--- config.mk ---
export PLATFORM = sky130hd
export DESIGN_NAME = wwt_top
export DESIGN_NICKNAME = d
export VERILOG_FILES = /design/src/hw/wwt_pkg.sv /design/src/hw/wwt_top.sv
export VERILOG_INCLUDE_DIRS = /design/src /design/src/hw
export SDC_FILE = /design/constraint.sdc
export NUM_CORES = 1
export LEC_CHECK = 0
export ABC_CLOCK_PERIOD_IN_PS = 3800
export BUFFER_PORTS_ARGS = -buffer_cell sky130_fd_sc_hd__clkbuf_2
export CORE_UTILIZATION = 59
export DETAILED_ROUTE_END_ITERATION = 12
export GPL_TIMING_DRIVEN = 1
export PLACE_DENSITY = 0.84
export SETUP_SLACK_MARGIN = 0.2
export SLEW_MARGIN = 20
export SYNTH_ARGS = -nofsm -noshare
export SYNTH_HDL_FRONTEND = slang
export SYNTH_SLANG_ARGS = --single-unit
--- constraint.sdc ---
create_clock -name clock -period 3.8 [get_ports clock]
set_input_delay 0.19 -clock clock [delete_from_list [all_inputs] [get_ports clock]]
set_output_delay 0.19 -clock clock [all_outputs]
set_load 0.03 [all_outputs]
--- src/hw/wwt_params.svh ---
// Constants for the watch and interval timer: address, reset value, widths and taps.
`ifndef WWT_PARAMS_SVH
`define WWT_PARAMS_SVH

`define WWT_MODE_ADDR 16'hff6f
`define WWT_MODE_RESET 8'h00
`define WWT_ADDR_W 16
`define WWT_DATA_W 8
`define WWT_PRESC_W 11
`define WWT_CNT_W 5
`define WWT_DIV_W 7
`define WWT_DIV_LAST 7'h7f
`define WWT_INTERVAL_BASE 4
`define WWT_LONG_TAP 9
`define WWT_SHORT_TAP_HI 5
`define WWT_SHORT_TAP_LO 4
`define WWT_CNT_FULL 5'h1f
`define WWT_CNT_HALF_MASK 5'h0f

`endif

--- src/hw/wwt_pkg.sv ---
// Types shared by the watch and interval timer.
package wwt_pkg;

  // Field order follows bit order of the mode register, bit 7 first.
  typedef struct packed {
    logic clk_sel;
    logic [2:0] interval_sel;
    logic [1:0] watch_sel;
    logic small_counter_run;
    logic timer_run_enable;
  } wwt_mode_t;

  typedef struct packed {
    logic [15:0] addr;
    logic byte_wr;
    logic bit_wr;
    logic [2:0] bit_idx;
    logic bit_val;
    logic [7:0] wdata;
    logic rd;
  } wwt_bus_req_t;

  typedef enum logic [1:0] {
    WWT_WP_2P14 = 2'b00,
    WWT_WP_2P13 = 2'b01,
    WWT_WP_2P5 = 2'b10,
    WWT_WP_2P4 = 2'b11
  } wwt_watch_period_t;

endpackage

--- src/hw/wwt_top.sv ---
// Watch and interval timer core with its mode register on the internal bus.
`timescale 1ns/1ps
`include "wwt_params.svh"

module wwt_top
  import wwt_pkg::*;
(
  input wire logic clock,
  input wire logic nrst,
  input wire logic clk_en,
  input wire logic sub_clock_in,
  input wire wwt_bus_req_t bus_req,
  output logic [7:0] rdata,
  output logic rdata_valid,
  output logic watch_period_irq,
  output logic interval_period_irq
);

  // ==========================================================
  // Helpers
  // True when the low w bits of the prescaler are all ones, so the next tick
  // carries into bit w and one period of 2^w count clocks ends.
  function automatic logic low_ones(input logic [`WWT_PRESC_W-1:0] v, input int w);
    logic r;
    r = 1'b1;
    for (int i = 0; i < `WWT_PRESC_W; i++) begin
      if (i < w && !v[i]) begin
        r = 1'b0;
      end
    end
    return r;
  endfunction

  // ==========================================================
  // Mode register
  logic [7:0] watch_mode_control;
  logic [7:0] next_watch_mode_control;
  logic [7:0] next_rdata;
  logic next_rdata_valid;
  logic addr_hit;
  wwt_mode_t mode;

  assign mode = wwt_mode_t'(watch_mode_control);
  assign addr_hit = (bus_req.addr == `WWT_MODE_ADDR);

  always_comb begin
    next_watch_mode_control = watch_mode_control;
    if (addr_hit && bus_req.byte_wr) begin
      next_watch_mode_control = bus_req.wdata;
    end else if (addr_hit && bus_req.bit_wr) begin
      next_watch_mode_control[bus_req.bit_idx] = bus_req.bit_val;
    end
    // Unmapped reads answer zero so a stray access never returns stale data.
    next_rdata = (bus_req.rd && addr_hit) ? watch_mode_control : 8'h00;
    next_rdata_valid = bus_req.rd;
  end

  always_ff @(posedge clock or negedge nrst) begin
    if (!nrst) begin
      watch_mode_control <= `WWT_MODE_RESET;
      rdata <= 8'h00;
      rdata_valid <= 1'b0;
    end else if (clk_en) begin
      watch_mode_control <= next_watch_mode_control;
      rdata <= next_rdata;
      rdata_valid <= next_rdata_valid;
    end
  end

  // ==========================================================
  // Count clock
  // The subsystem clock is far slower than clock, so its rising edges are
  // found after a two-stage synchroniser; jitter of one cycle is harmless.
  logic sub_sync1;
  logic sub_sync2;
  logic sub_prev;
  logic [`WWT_DIV_W-1:0] div_cnt;
  logic [`WWT_DIV_W-1:0] next_div_cnt;
  logic count_tick;

  always_comb begin
    next_div_cnt = mode.timer_run_enable ? `WWT_DIV_W'(div_cnt + 7'h01) : 7'h00;
    if (mode.clk_sel) begin
      count_tick = sub_sync2 && !sub_prev;
    end else begin
      count_tick = (div_cnt == `WWT_DIV_LAST);
    end
  end

  always_ff @(posedge clock or negedge nrst) begin
    if (!nrst) begin
      sub_sync1 <= 1'b0;
      sub_sync2 <= 1'b0;
      sub_prev <= 1'b0;
      div_cnt <= 7'h00;
    end else if (clk_en) begin
      sub_sync1 <= sub_clock_in;
      sub_sync2 <= sub_sync1;
      sub_prev <= sub_sync2;
      div_cnt <= next_div_cnt;
    end
  end

  // ==========================================================
  // Prescaler, 5-bit counter and request pulses
  logic [`WWT_PRESC_W-1:0] presc;
  logic [`WWT_PRESC_W-1:0] next_presc;
  logic [`WWT_CNT_W-1:0] small_cnt;
  logic [`WWT_CNT_W-1:0] next_small_cnt;
  logic next_watch_irq;
  logic next_interval_irq;
  logic run_tick;
  logic long_tap;
  logic watch_on;

  assign run_tick = mode.timer_run_enable && count_tick;
  assign long_tap = low_ones(presc, `WWT_LONG_TAP);
  assign watch_on = mode.timer_run_enable && mode.small_counter_run;

  always_comb begin
    next_presc = presc;
    next_small_cnt = small_cnt;
    if (!mode.timer_run_enable) begin
      next_presc = '0;
    end else if (count_tick) begin
      next_presc = `WWT_PRESC_W'(presc + 11'h001);
    end
    // Only the 5-bit counter is cleared here; with timer_run_enable set the prescaler keeps its phase.
    if (!watch_on) begin
      next_small_cnt = '0;
    end else if (count_tick && long_tap) begin
      next_small_cnt = `WWT_CNT_W'(small_cnt + 5'h01);
    end
    next_interval_irq = run_tick &&
      low_ones(presc, `WWT_INTERVAL_BASE + int'(mode.interval_sel));
    next_watch_irq = 1'b0;
    if (watch_on && count_tick) begin
      case (wwt_watch_period_t'(mode.watch_sel))
        WWT_WP_2P14: begin
          next_watch_irq = long_tap && (small_cnt == `WWT_CNT_FULL);
        end
        WWT_WP_2P13: begin
          next_watch_irq = long_tap &&
            ((small_cnt & `WWT_CNT_HALF_MASK) == `WWT_CNT_HALF_MASK);
        end
        WWT_WP_2P5: begin
          next_watch_irq = low_ones(presc, `WWT_SHORT_TAP_HI);
        end
        WWT_WP_2P4: begin
          next_watch_irq = low_ones(presc, `WWT_SHORT_TAP_LO);
        end
        default: begin
          next_watch_irq = 1'b0;
        end
      endcase
    end
  end

  always_ff @(posedge clock or negedge nrst) begin
    if (!nrst) begin
      presc <= '0;
      small_cnt <= '0;
      watch_period_irq <= 1'b0;
      interval_period_irq <= 1'b0;
    end else if (clk_en) begin
      presc <= next_presc;
      small_cnt <= next_small_cnt;
      watch_period_irq <= next_watch_irq;
      interval_period_irq <= next_interval_irq;
    end
  end

endmodule // wwt_top

==> flow_summary.json, run 1 <==
{
  "timing.final.crit_period_ns": 2.24,
  "synth_top_family_by_area": "compound AO/OA/AOI/OAI gates",
  "ant_cells": 0,
  "drv_cap": 0,
  "drcViolationCount": 0,
  "dieWidth_um": 65.7,
  "pin_count_of_the_biggest_net_entering_global_routing": 46,
  "yosys_register_bits": 45,
  "synthSimpleGateAreaFrac": 0.175,
  "wire_per_inst_um": 15.6,
  "gpl.final_weighted_congestion": 0.803,
  "critical_path_class": "reg -> reg",
  "timing.clock.skew_ns": 0.00261,
  "totalNegativeSetupSlack_ns": 0,
  "synthesis.area_sq_um": 2400,
  "die_h_um": 65.7,
  "power.ir.vdd_worst_mv": 0.274,
  "first_global_vias": 1848,
  "tightestPinTransition_ns": 0.891,
  "status": "finished clean",
  "syn_to_final_growth_pct": 15.5,
  "synth.area.top_cells": "sky130_fd_sc_hd__dfrtp_1, sky130_fd_sc_hd__a22o_1, sky130_fd_sc_hd__o221a_2",
  "fp.dieArea_sq_um": 4320,
  "critical_path_peak_fanout": 22,
  "num_rows": 22,
  "clkLatencyLatePin_ns": 0.30,
  "synth_area_per_cell_sq_um": 10.6,
  "via_per_inst": 6.18,
  "tritoncts.num_buffers": 5,
  "tritoncts": "built",
  "fmax_mhz": 447,
  "htree_num_levels": 2,
  "synth-adder-area-share": 0.0261,
  "worst-endpoint-arrival_ns": 2.43,
  "synth_cells": 226,
  "clkSinkCount": 45,
  "synth_area_leader_cell": "sky130_fd_sc_hd__dfrtp_1",
  "totalWireLength_mm": 4.96,
  "power.static_leakage_uw": 0.00124,
  "initialDrtViolationCount": 152,
  "power.density_cell_area_nw_per_um2": 335,
  "clkTransAtPathRegs_ns": 0.08,
  "grt_first_pass_wirelength_mm": 8.47,
  "cp-end-kind": "flop",
  "synth_xor_xnor_area_share": 0.00731,
  "slew_headroom": 0.404,
  "synth_enable_flop_cells": 0,
  "grt_setup_unrepaired": "no",
  "initial_core_util": 0.636,
  "count_of_input_and_output_buffers": 45,
  "synth.most_common_cell": "sky130_fd_sc_hd__dfrtp_1",
  "seq_area_frac_synth": 0.470,
  "slew_viol_final": 0,
  "clockRootBuffer": "sky130_fd_sc_hd__clkbuf_8",
  "io_pins": 46,
  "detailedRoute.firstPassIterationCount": 4,
  "dp_cells": 309,
  "drt.antenna.violating_nets": 0,
  "place.detailed.hpwl_mm": 3.53,
  "synth.top_cell.area_share": 0.470,
  "synthTopCellsByCount": "sky130_fd_sc_hd__dfrtp_1, sky130_fd_sc_hd__nand2_1, sky130_fd_sc_hd__a22o_1",
  "cts_post_setup_buffers_inserted": 0,
  "startpoint_type": "flop",
  "final-setup-viol-count": 0,
  "syn_nets": 266,
  "cts_buffer_depth": 2,
  "proportion_of_synthesized_area_in_mux_cells": 0.0449,
  "fraction_of_the_mapped_netlist_area_in_compound_gates": 0.245,
  "synth.distinct_cells": 50,
  "drive_above_1_share": 0.289,
  "finalCritPeriodShare": 0.589,
  "synth-main-ff-cell": "sky130_fd_sc_hd__dfrtp_1",
  "timing.final.hold_violations": 0,
  "vias": 1965,
  "floorplan.core_area_sq_um": 3770,
  "hold_path_class": "in -> reg",
  "synthesis.yosys.warnings": 0,
  "synth-async-reset-ratio": 1.00,
  "antenna_found_initial": 0,
  "groute.usage.overall": 0.264,
  "final_layout_net_count": 309,
  "timing.critical_path.required_ns": 3.99,
  "globalRoute.totalOverflow": 0,
  "post_layout_nonfiller_instances": 318
}
==> routing by layer <==
layer	wire [um]	vias to the layer above	GRT usage
met2	2360	60	0.415
met4	75	0	0.120
met1	2270	930	0.337
met5	0	-	0
met3	261	7	0.0729
li1	-	968	-
==> flip-flops by register name, summed over array words and instances (netlist names) <==
signal / cells
div_cnt: 7
interval_period_irq: 1
mode: 8
presc: 11
rdata: 8
rdata_valid: 1
small_cnt: 5
sub_prev: 1
sub_sync1: 1
sub_sync2: 1
watch_period_irq: 1
==> worst max-delay path, cell delays in order (launching register included) <==
cell	delay (ns)
sky130_fd_sc_hd__dfrtp_1	0.39
sky130_fd_sc_hd__ha_1	0.20
sky130_fd_sc_hd__nand2_1	0.12
sky130_fd_sc_hd__o31a_1	0.57
sky130_fd_sc_hd__o41a_1	0.54
sky130_fd_sc_hd__mux2_1	0.31
==> where the power goes <==
part	switching (uW)	internal [uW]	total (uW)
sequential	3.00	484	487
combinational	34.0	25.9	59.9
clock	165	214	379
==> worst paths after layout <==
| path | from | endpoint | slack, ns | cells past startpoint |
|---|---|---|---|---|
| worst max-delay path | div_cnt[0] | small_cnt[0] | 1.56 | 5 |
| worst min-delay path | sub_clock_in | sub_sync1 | 0.12 | 2 |
| worst max register to register | div_cnt[0] | small_cnt[0] | 1.56 | 5 |
| worst min register to register | rdata_valid | rdata_valid | 0.51 | 1 |
| max in group asynchronous | nrst | watch_period_irq | 3.02 | 2 |
| min in group asynchronous | nrst | div_cnt[5] | 0.41 | 2 |
==> area by class of cell <==
type	count	area [sq um]
sequential	45	1130
timing repair buffer	47	245
multi-input combinational	164	1190
inverter	6	22.5
clock buffer	6	82.6
tap	48	60.1
clock inverter	2	37.5
fill	265	1000
==> cells in the final DEF (no fill, tap or decap), types with 6 or more instances in the layout <==
cell / Yosys / final
sky130_fd_sc_hd__dfrtp_1: 45 / 45
sky130_fd_sc_hd__clkbuf_2: 0 / 44
sky130_fd_sc_hd__nand2_1: 16 / 16
sky130_fd_sc_hd__a22o_1: 13 / 13
sky130_fd_sc_hd__a21oi_1: 11 / 11
sky130_fd_sc_hd__o21bai_1: 8 / 8
sky130_fd_sc_hd__a31o_2: 8 / 8
sky130_fd_sc_hd__o221a_2: 8 / 8
sky130_fd_sc_hd__o21ai_0: 7 / 7
sky130_fd_sc_hd__nand2b_1: 7 / 7
sky130_fd_sc_hd__o31ai_1: 7 / 7
sky130_fd_sc_hd__nand3_1: 7 / 7
sky130_fd_sc_hd__inv_1: 6 / 6
sky130_fd_sc_hd__nor2_1: 6 / 6
sky130_fd_sc_hd__nand4_1: 6 / 6
sky130_fd_sc_hd__clkbuf_8: 0 / 6
==> metrics by stage <==
stage / util / instance area (sq um) / total power (uW) / hold WS [ns] / setup WS, ns
floorplan: - / 2400 / 524 / -0.106 / 1.96
global placement: 0.699 / 2640 / 555 / 0.430 / 1.62
detailed placement: 0.699 / 2640 / 556 / 0.432 / 1.56
CTS: 0.731 / 2760 / 928 / 0.106 / 1.57
global route: 0.734 / 2770 / 959 / 0.130 / 1.45
finish: 0.734 / 2770 / 926 / 0.124 / 1.56
==> cells by family after synthesis <==
logic type	count (synthesis)
AO/OA/AOI/OAI	75
XOR/XNOR	2
adder cells (fa/ha/maj)	5
buffers and inverters	17
flip-flops	45
multiplexers	10
AND/OR/NAND/NOR	72
==> repair_timing <==
item                      in CTS  in global routing
hold endpoints to repair       0                 45
hold buffers                   0                  1
resized for setup              0                  0
(Power assumes the default switching activity.)
==> inputs of run 2 (changes only) <==
Settings changed: ABC_CLOCK_PERIOD_IN_PS 3800 to 2300, CORE_UTILIZATION 59 to 55, PLACE_DENSITY 0.84 to 0.79.
Clock period 3.8 ns to 2.3 ns, I/O delays scaled along.
==> run 2 against run 1 <==
- routed wire length is 7.8% higher
- via count rose by 5.4%
- sequential cell count unchanged
- final cell count rose by 2.8%
- combinational power is 75% higher
- cell area up 0.86%
- critical path depth increased by 1
- worst setup slack lost 1.2 ns
- non-clock buffer count is 7 higher
- clock skew is 0.0018 ns higher
==> flow_summary.json, run 2 (same netlist as run 1, synthesis figures left out) <==
{
  "status": "finished clean",
  "htree_num_levels": 2,
  "worstSetupEndpoint": "presc[8]",
  "worst_r2r_endpoint": "presc[8]",
  "fp.dieArea_sq_um": 4630,
  "cts_buffer_depth": 2,
  "drv_cap": 0,
  "regToRegSetupSlack_ns": 0.34,
  "floorplan.core_area_sq_um": 4090,
  "timing.critical_path.required_ns": 2.53,
  "detail_route.wirelength.met1_mm": 2.40,
  "design_power_total_uw": 1380,
  "critical_path_peak_fanout": 9,
  "startpoint_type": "flop",
  "num_rows": 23,
  "timing.clock.skew_ns": 0.00439,
  "power.ir.vdd_worst_mv": 0.325,
  "power.static_leakage_uw": 0.00125,
  "critical_path_class": "reg -> reg",
  "drive_above_1_share": 0.310,
  "first_global_vias": 1930,
  "totalWireLength_mm": 5.35,
  "pin_count_of_the_biggest_net_entering_global_routing": 35,
  "final_area_sq_um": 2790,
  "worst_r2r_path_depth": 6,
  "met3_wirelength_um": 279,
  "initialDrtViolationCount": 128,
  "tritoncts": "built",
  "drcViolationCount": 0,
  "die_h_um": 68.0,
  "finalCritPeriodShare": 0.854,
  "dr.max_layer_used": "met4",
  "detailedRoute.firstPassIterationCount": 6,
  "vias": 2071,
  "wire_per_inst_um": 16.4,
  "dieWidth_um": 68.0,
  "worst-endpoint-arrival_ns": 2.20,
  "startpoint": "div_cnt[0]",
  "dpl_cell_area_sq_um": 2690,
  "gpl.final_weighted_congestion": 0.822,
  "ant_cells": 0,
  "slew_viol_final": 0,
  "globalRoute.totalOverflow": 0,
  "reg2reg_from": "div_cnt[0]",
  "groute.usage.overall": 0.257,
  "tightestPinTransition_ns": 0.513,
  "slew_headroom": 0.657,
  "clkLatencyLatePin_ns": 0.30,
  "antenna_found_initial": 0,
  "power.density_cell_area_nw_per_um2": 496,
  "io_pins": 46,
  "drt.antenna.violating_nets": 0,
  "grt_first_pass_wirelength_mm": 8.66,
  "hold_path_class": "in -> reg",
  "largest_register_ff_count": 11,
  "timing.final.crit_period_ns": 1.96,
  "clkSinkCount": 45,
  "cp-end-kind": "flop",
  "fmax_mhz": 509,
  "clkTransAtPathRegs_ns": 0.08,
  "clockRootBuffer": "sky130_fd_sc_hd__clkbuf_8",
  "via_per_inst": 6.33,
  "count_of_input_and_output_buffers": 45,
  "met2_routed_length_mm": 2.52,
  "layout_common_cells": "sky130_fd_sc_hd__dfrtp_1, sky130_fd_sc_hd__clkbuf_2, sky130_fd_sc_hd__nand2_1",
  "largest-register": "presc",
  "syn_to_final_growth_pct": 16.5,
  "timing.final.hold_violations": 0,
  "final-setup-viol-count": 0,
  "layout.core_utilization": 0.683,
  "final_layout_net_count": 316,
  "place.detailed.hpwl_mm": 3.90,
  "totalNegativeSetupSlack_ns": 0,
  "grt_setup_unrepaired": "no",
  "initial_core_util": 0.587,
  "tritoncts.num_buffers": 5
}
## run 2: cell count changes in the layout (fill, tap and decap cells not counted), sizes merged
cell	previous run	this run
clkinvlp	1	0
clkbuf	50	51
buf	2	8
bufinv	1	0
clkinv	0	2
## run 2: critical path, cell delays in order (launching register included)
cell and delay (ns):
sky130_fd_sc_hd__dfrtp_1 0.39, sky130_fd_sc_hd__ha_2 0.21, sky130_fd_sc_hd__nand2_1 0.12, sky130_fd_sc_hd__o31a_1 0.33, sky130_fd_sc_hd__buf_4 0.19, sky130_fd_sc_hd__or4_1 0.50, sky130_fd_sc_hd__a21oi_1 0.15
## run 2: how the worst min path moves through the flow
stage,cells past startpoint,startpoint,slack [ns],to
floorplan,0,nrst,-0.18,div_cnt[0]
global placement,1,nrst,0.02,div_cnt[4]
detailed placement,1,nrst,0.02,div_cnt[4]
CTS,2,bus_req[0],0.05,rdata_valid
global route,2,bus_req[0],0.06,rdata_valid
finish,2,bus_req[0],0.05,rdata_valid
## run 2: layout make-up
cell class,count,area [sq um]
Clock buffer,6,72.6
Clock inverter,2,10.0
Fill cell,338,1290
Inverter,6,22.5
Multi-Input combinational cell,164,1200
Sequential cell,45,1130
Tap cell,50,62.6
Timing Repair Buffer,54,295
## run 2: per-layer routing
metal / global-route usage / vias to the layer above
met5: 0 / -
met4: 0.138 / 0
met2: 0.408 / 81
met3: 0.0617 / 18
met1: 0.321 / 990
li1: - / 982
## run 2: per-stage QoR
| stage | hold WS, ns | worst slack (ns) | std cells |
|---|---|---|---|
| global route | 0.0563 | 0.199 | 327 |
| global placement | 0.0180 | 0.322 | 318 |
| finish | 0.0542 | 0.336 | 327 |
| floorplan | -0.181 | 0.464 | 226 |
| detailed placement | 0.0185 | 0.266 | 318 |
| CTS | 0.0479 | 0.254 | 327 |
## run 2: power by group
| part | leakage (uW) | total (uW) | switching [uW] | internal (uW) |
|---|---|---|---|---|
| combinational | 0.000590 | 105 | 59.3 | 45.9 |
| clock | 0.0000450 | 475 | 264 | 211 |
| sequential | 0.000620 | 805 | 4.89 | 800 |
| total | 0.00125 | 1380 | 328 | 1060 |
## run 2: repair_timing
item,in CTS,in global routing
resized for setup,0,2
setup buffers,0,0
setup endpoints to repair,0,7
hold buffers,1,0
endpoints found under the hold margin,11,0
==> inputs of run 3 (changes only) <==
Settings changed: RECOVER_POWER set to 25.
==> run 3 against run 2 <==
- non-clock buffer count unchanged
- largest cell class unchanged
- clock skew up 0.0011 ns
- via count up 0.48%
- critical path type unchanged
- core utilization down 0.31 points
- clock power about the same
==> flow_summary.json, run 3 (same netlist as run 1, synthesis figures left out) <==
{
  "grt_setup_unrepaired": "no",
  "status": "finished clean",
  "ant_cells": 0,
  "slew_headroom": 0.576,
  "dpl_cell_area_sq_um": 2690,
  "initial_core_util": 0.587,
  "vias": 2081,
  "floorplan.core_area_sq_um": 4090,
  "finalCritPeriodShare": 0.851,
  "count_of_input_and_output_buffers": 45,
  "startpoint_type": "flop",
  "final-setup-viol-count": 0,
  "power.density_cell_area_nw_per_um2": 497,
  "clkLatencyLatePin_ns": 0.30,
  "totalNegativeSetupSlack_ns": 0,
  "power.ir.vdd_worst_mv": 0.325,
  "layout.cells.most_common": "sky130_fd_sc_hd__dfrtp_1",
  "num_rows": 23,
  "drt.antenna.violating_nets": 0,
  "timing.final.hold_violations": 0,
  "largest_register_ff_count": 11,
  "totalWireLength_mm": 5.32,
  "register_area_sq_um": 1130,
  "tightestPinTransition_ns": 0.636,
  "final_area_sq_um": 2780,
  "cts_buffer_depth": 2,
  "hold_path_class": "in -> reg",
  "holdWs_ns": 0.0542,
  "timing.clock.skew_ns": 0.00549,
  "drive_above_1_share": 0.274,
  "filler_cell_count": 341,
  "via_per_inst": 6.36,
  "largest-register": "presc",
  "critical_path_class": "reg -> reg",
  "die_h_um": 68.0,
  "pin_count_of_the_biggest_net_entering_global_routing": 35,
  "timing.final.crit_period_ns": 1.96,
  "final_layout_net_count": 316,
  "worst-endpoint-arrival_ns": 2.19,
  "groute.usage.overall": 0.257,
  "htree_num_levels": 2,
  "first_global_vias": 1930,
  "antenna_found_initial": 0,
  "multi_input_area_sq_um": 1200,
  "place.detailed.hpwl_mm": 3.90,
  "clkSinkCount": 45,
  "fp.dieArea_sq_um": 4630,
  "detailedRoute.firstPassIterationCount": 4,
  "globalRoute.totalOverflow": 0,
  "timing.critical_path.required_ns": 2.53,
  "syn_to_final_growth_pct": 16.0,
  "layout_common_cells": "sky130_fd_sc_hd__dfrtp_1, sky130_fd_sc_hd__clkbuf_2, sky130_fd_sc_hd__nand2_1",
  "io_pins": 46,
  "grt_first_pass_wirelength_mm": 8.66,
  "fmax_mhz": 511,
  "gpl.final_weighted_congestion": 0.822,
  "drv_cap": 0,
  "slew_viol_final": 0,
  "cp-end-kind": "flop",
  "clockRootBuffer": "sky130_fd_sc_hd__clkbuf_8",
  "initialDrtViolationCount": 152,
  "power.static_leakage_uw": 0.00122,
  "hold_path_depth": 2,
  "wire_per_inst_um": 16.3,
  "worst_r2r_path_depth": 6,
  "critical_path_peak_fanout": 9,
  "drcViolationCount": 0,
  "dieWidth_um": 68.0,
  "tritoncts.num_buffers": 5,
  "tritoncts": "built",
  "layout.core_utilization": 0.680,
  "clkTransAtPathRegs_ns": 0.08
}
run 3: cell counts in the layout (fill, tap and decap cells not counted):
No cell type changed its count.
run 3: layout make-up:
cell class	count	share of cell area
clock buffers	6	0.0261
flip-flops and latches	45	0.405
inverters	6	0.00810
multi-input cells	164	0.433
repair buffers	54	0.102
clock inverters	2	0.00360
well taps	50	0.0225
run 3: stage by stage:
stage	cells	total power, uW	setup WS [ns]
2_1_floorplan	226	866	0.464
3_3_place_gp	318	923	0.322
3_5_place_dp	318	926	0.266
4_1_cts	327	1390	0.254
5_1_grt	327	1430	0.199
6_report	327	1380	0.342
run 3: worst paths after layout:
kind,from,slack [ns],endpoint
min,bus_req[0],0.05,rdata_valid
max in group asynchronous,nrst,1.10,small_cnt[3]
min in group asynchronous,nrst,0.34,div_cnt[4]
max,div_cnt[0],0.34,presc[8]
min reg2reg,sub_prev,0.51,sub_prev
max reg2reg,div_cnt[0],0.34,presc[8]
run 3: worst max-delay path: stages (launching register included):
cell and delay [ns]:
sky130_fd_sc_hd__dfrtp_1 0.39, sky130_fd_sc_hd__ha_2 0.21, sky130_fd_sc_hd__nand2_1 0.11, sky130_fd_sc_hd__o31a_1 0.33, sky130_fd_sc_hd__buf_4 0.19, sky130_fd_sc_hd__or4_1 0.50, sky130_fd_sc_hd__a21oi_1 0.15
run 3: metal layers:
metal / share of wire / GRT usage / vias to the layer above
met5: 0 / 0 / -
met4: 0.026 / 0.138 / 0
met1: 0.44 / 0.321 / 1004
met2: 0.48 / 0.408 / 82
li1: - / - / 978
met3: 0.054 / 0.0617 / 17
run 3: report_power, final:
part	internal (uW)	leakage (uW)	switching (uW)
sequential	800	0.000620	4.92
combinational	45.2	0.000556	59.1
clock	211	0.0000450	262
total	1060	0.00122	326
run 3: repair_timing:
| action | in CTS | in global routing |
|---|---|---|
| setup buffers | 0 | 0 |
| endpoints found under the hold margin | 11 | 0 |
| gates resized for setup | 0 | 2 |
| hold buffers | 1 | 0 |
| setup endpoints to repair | 0 | 7 |
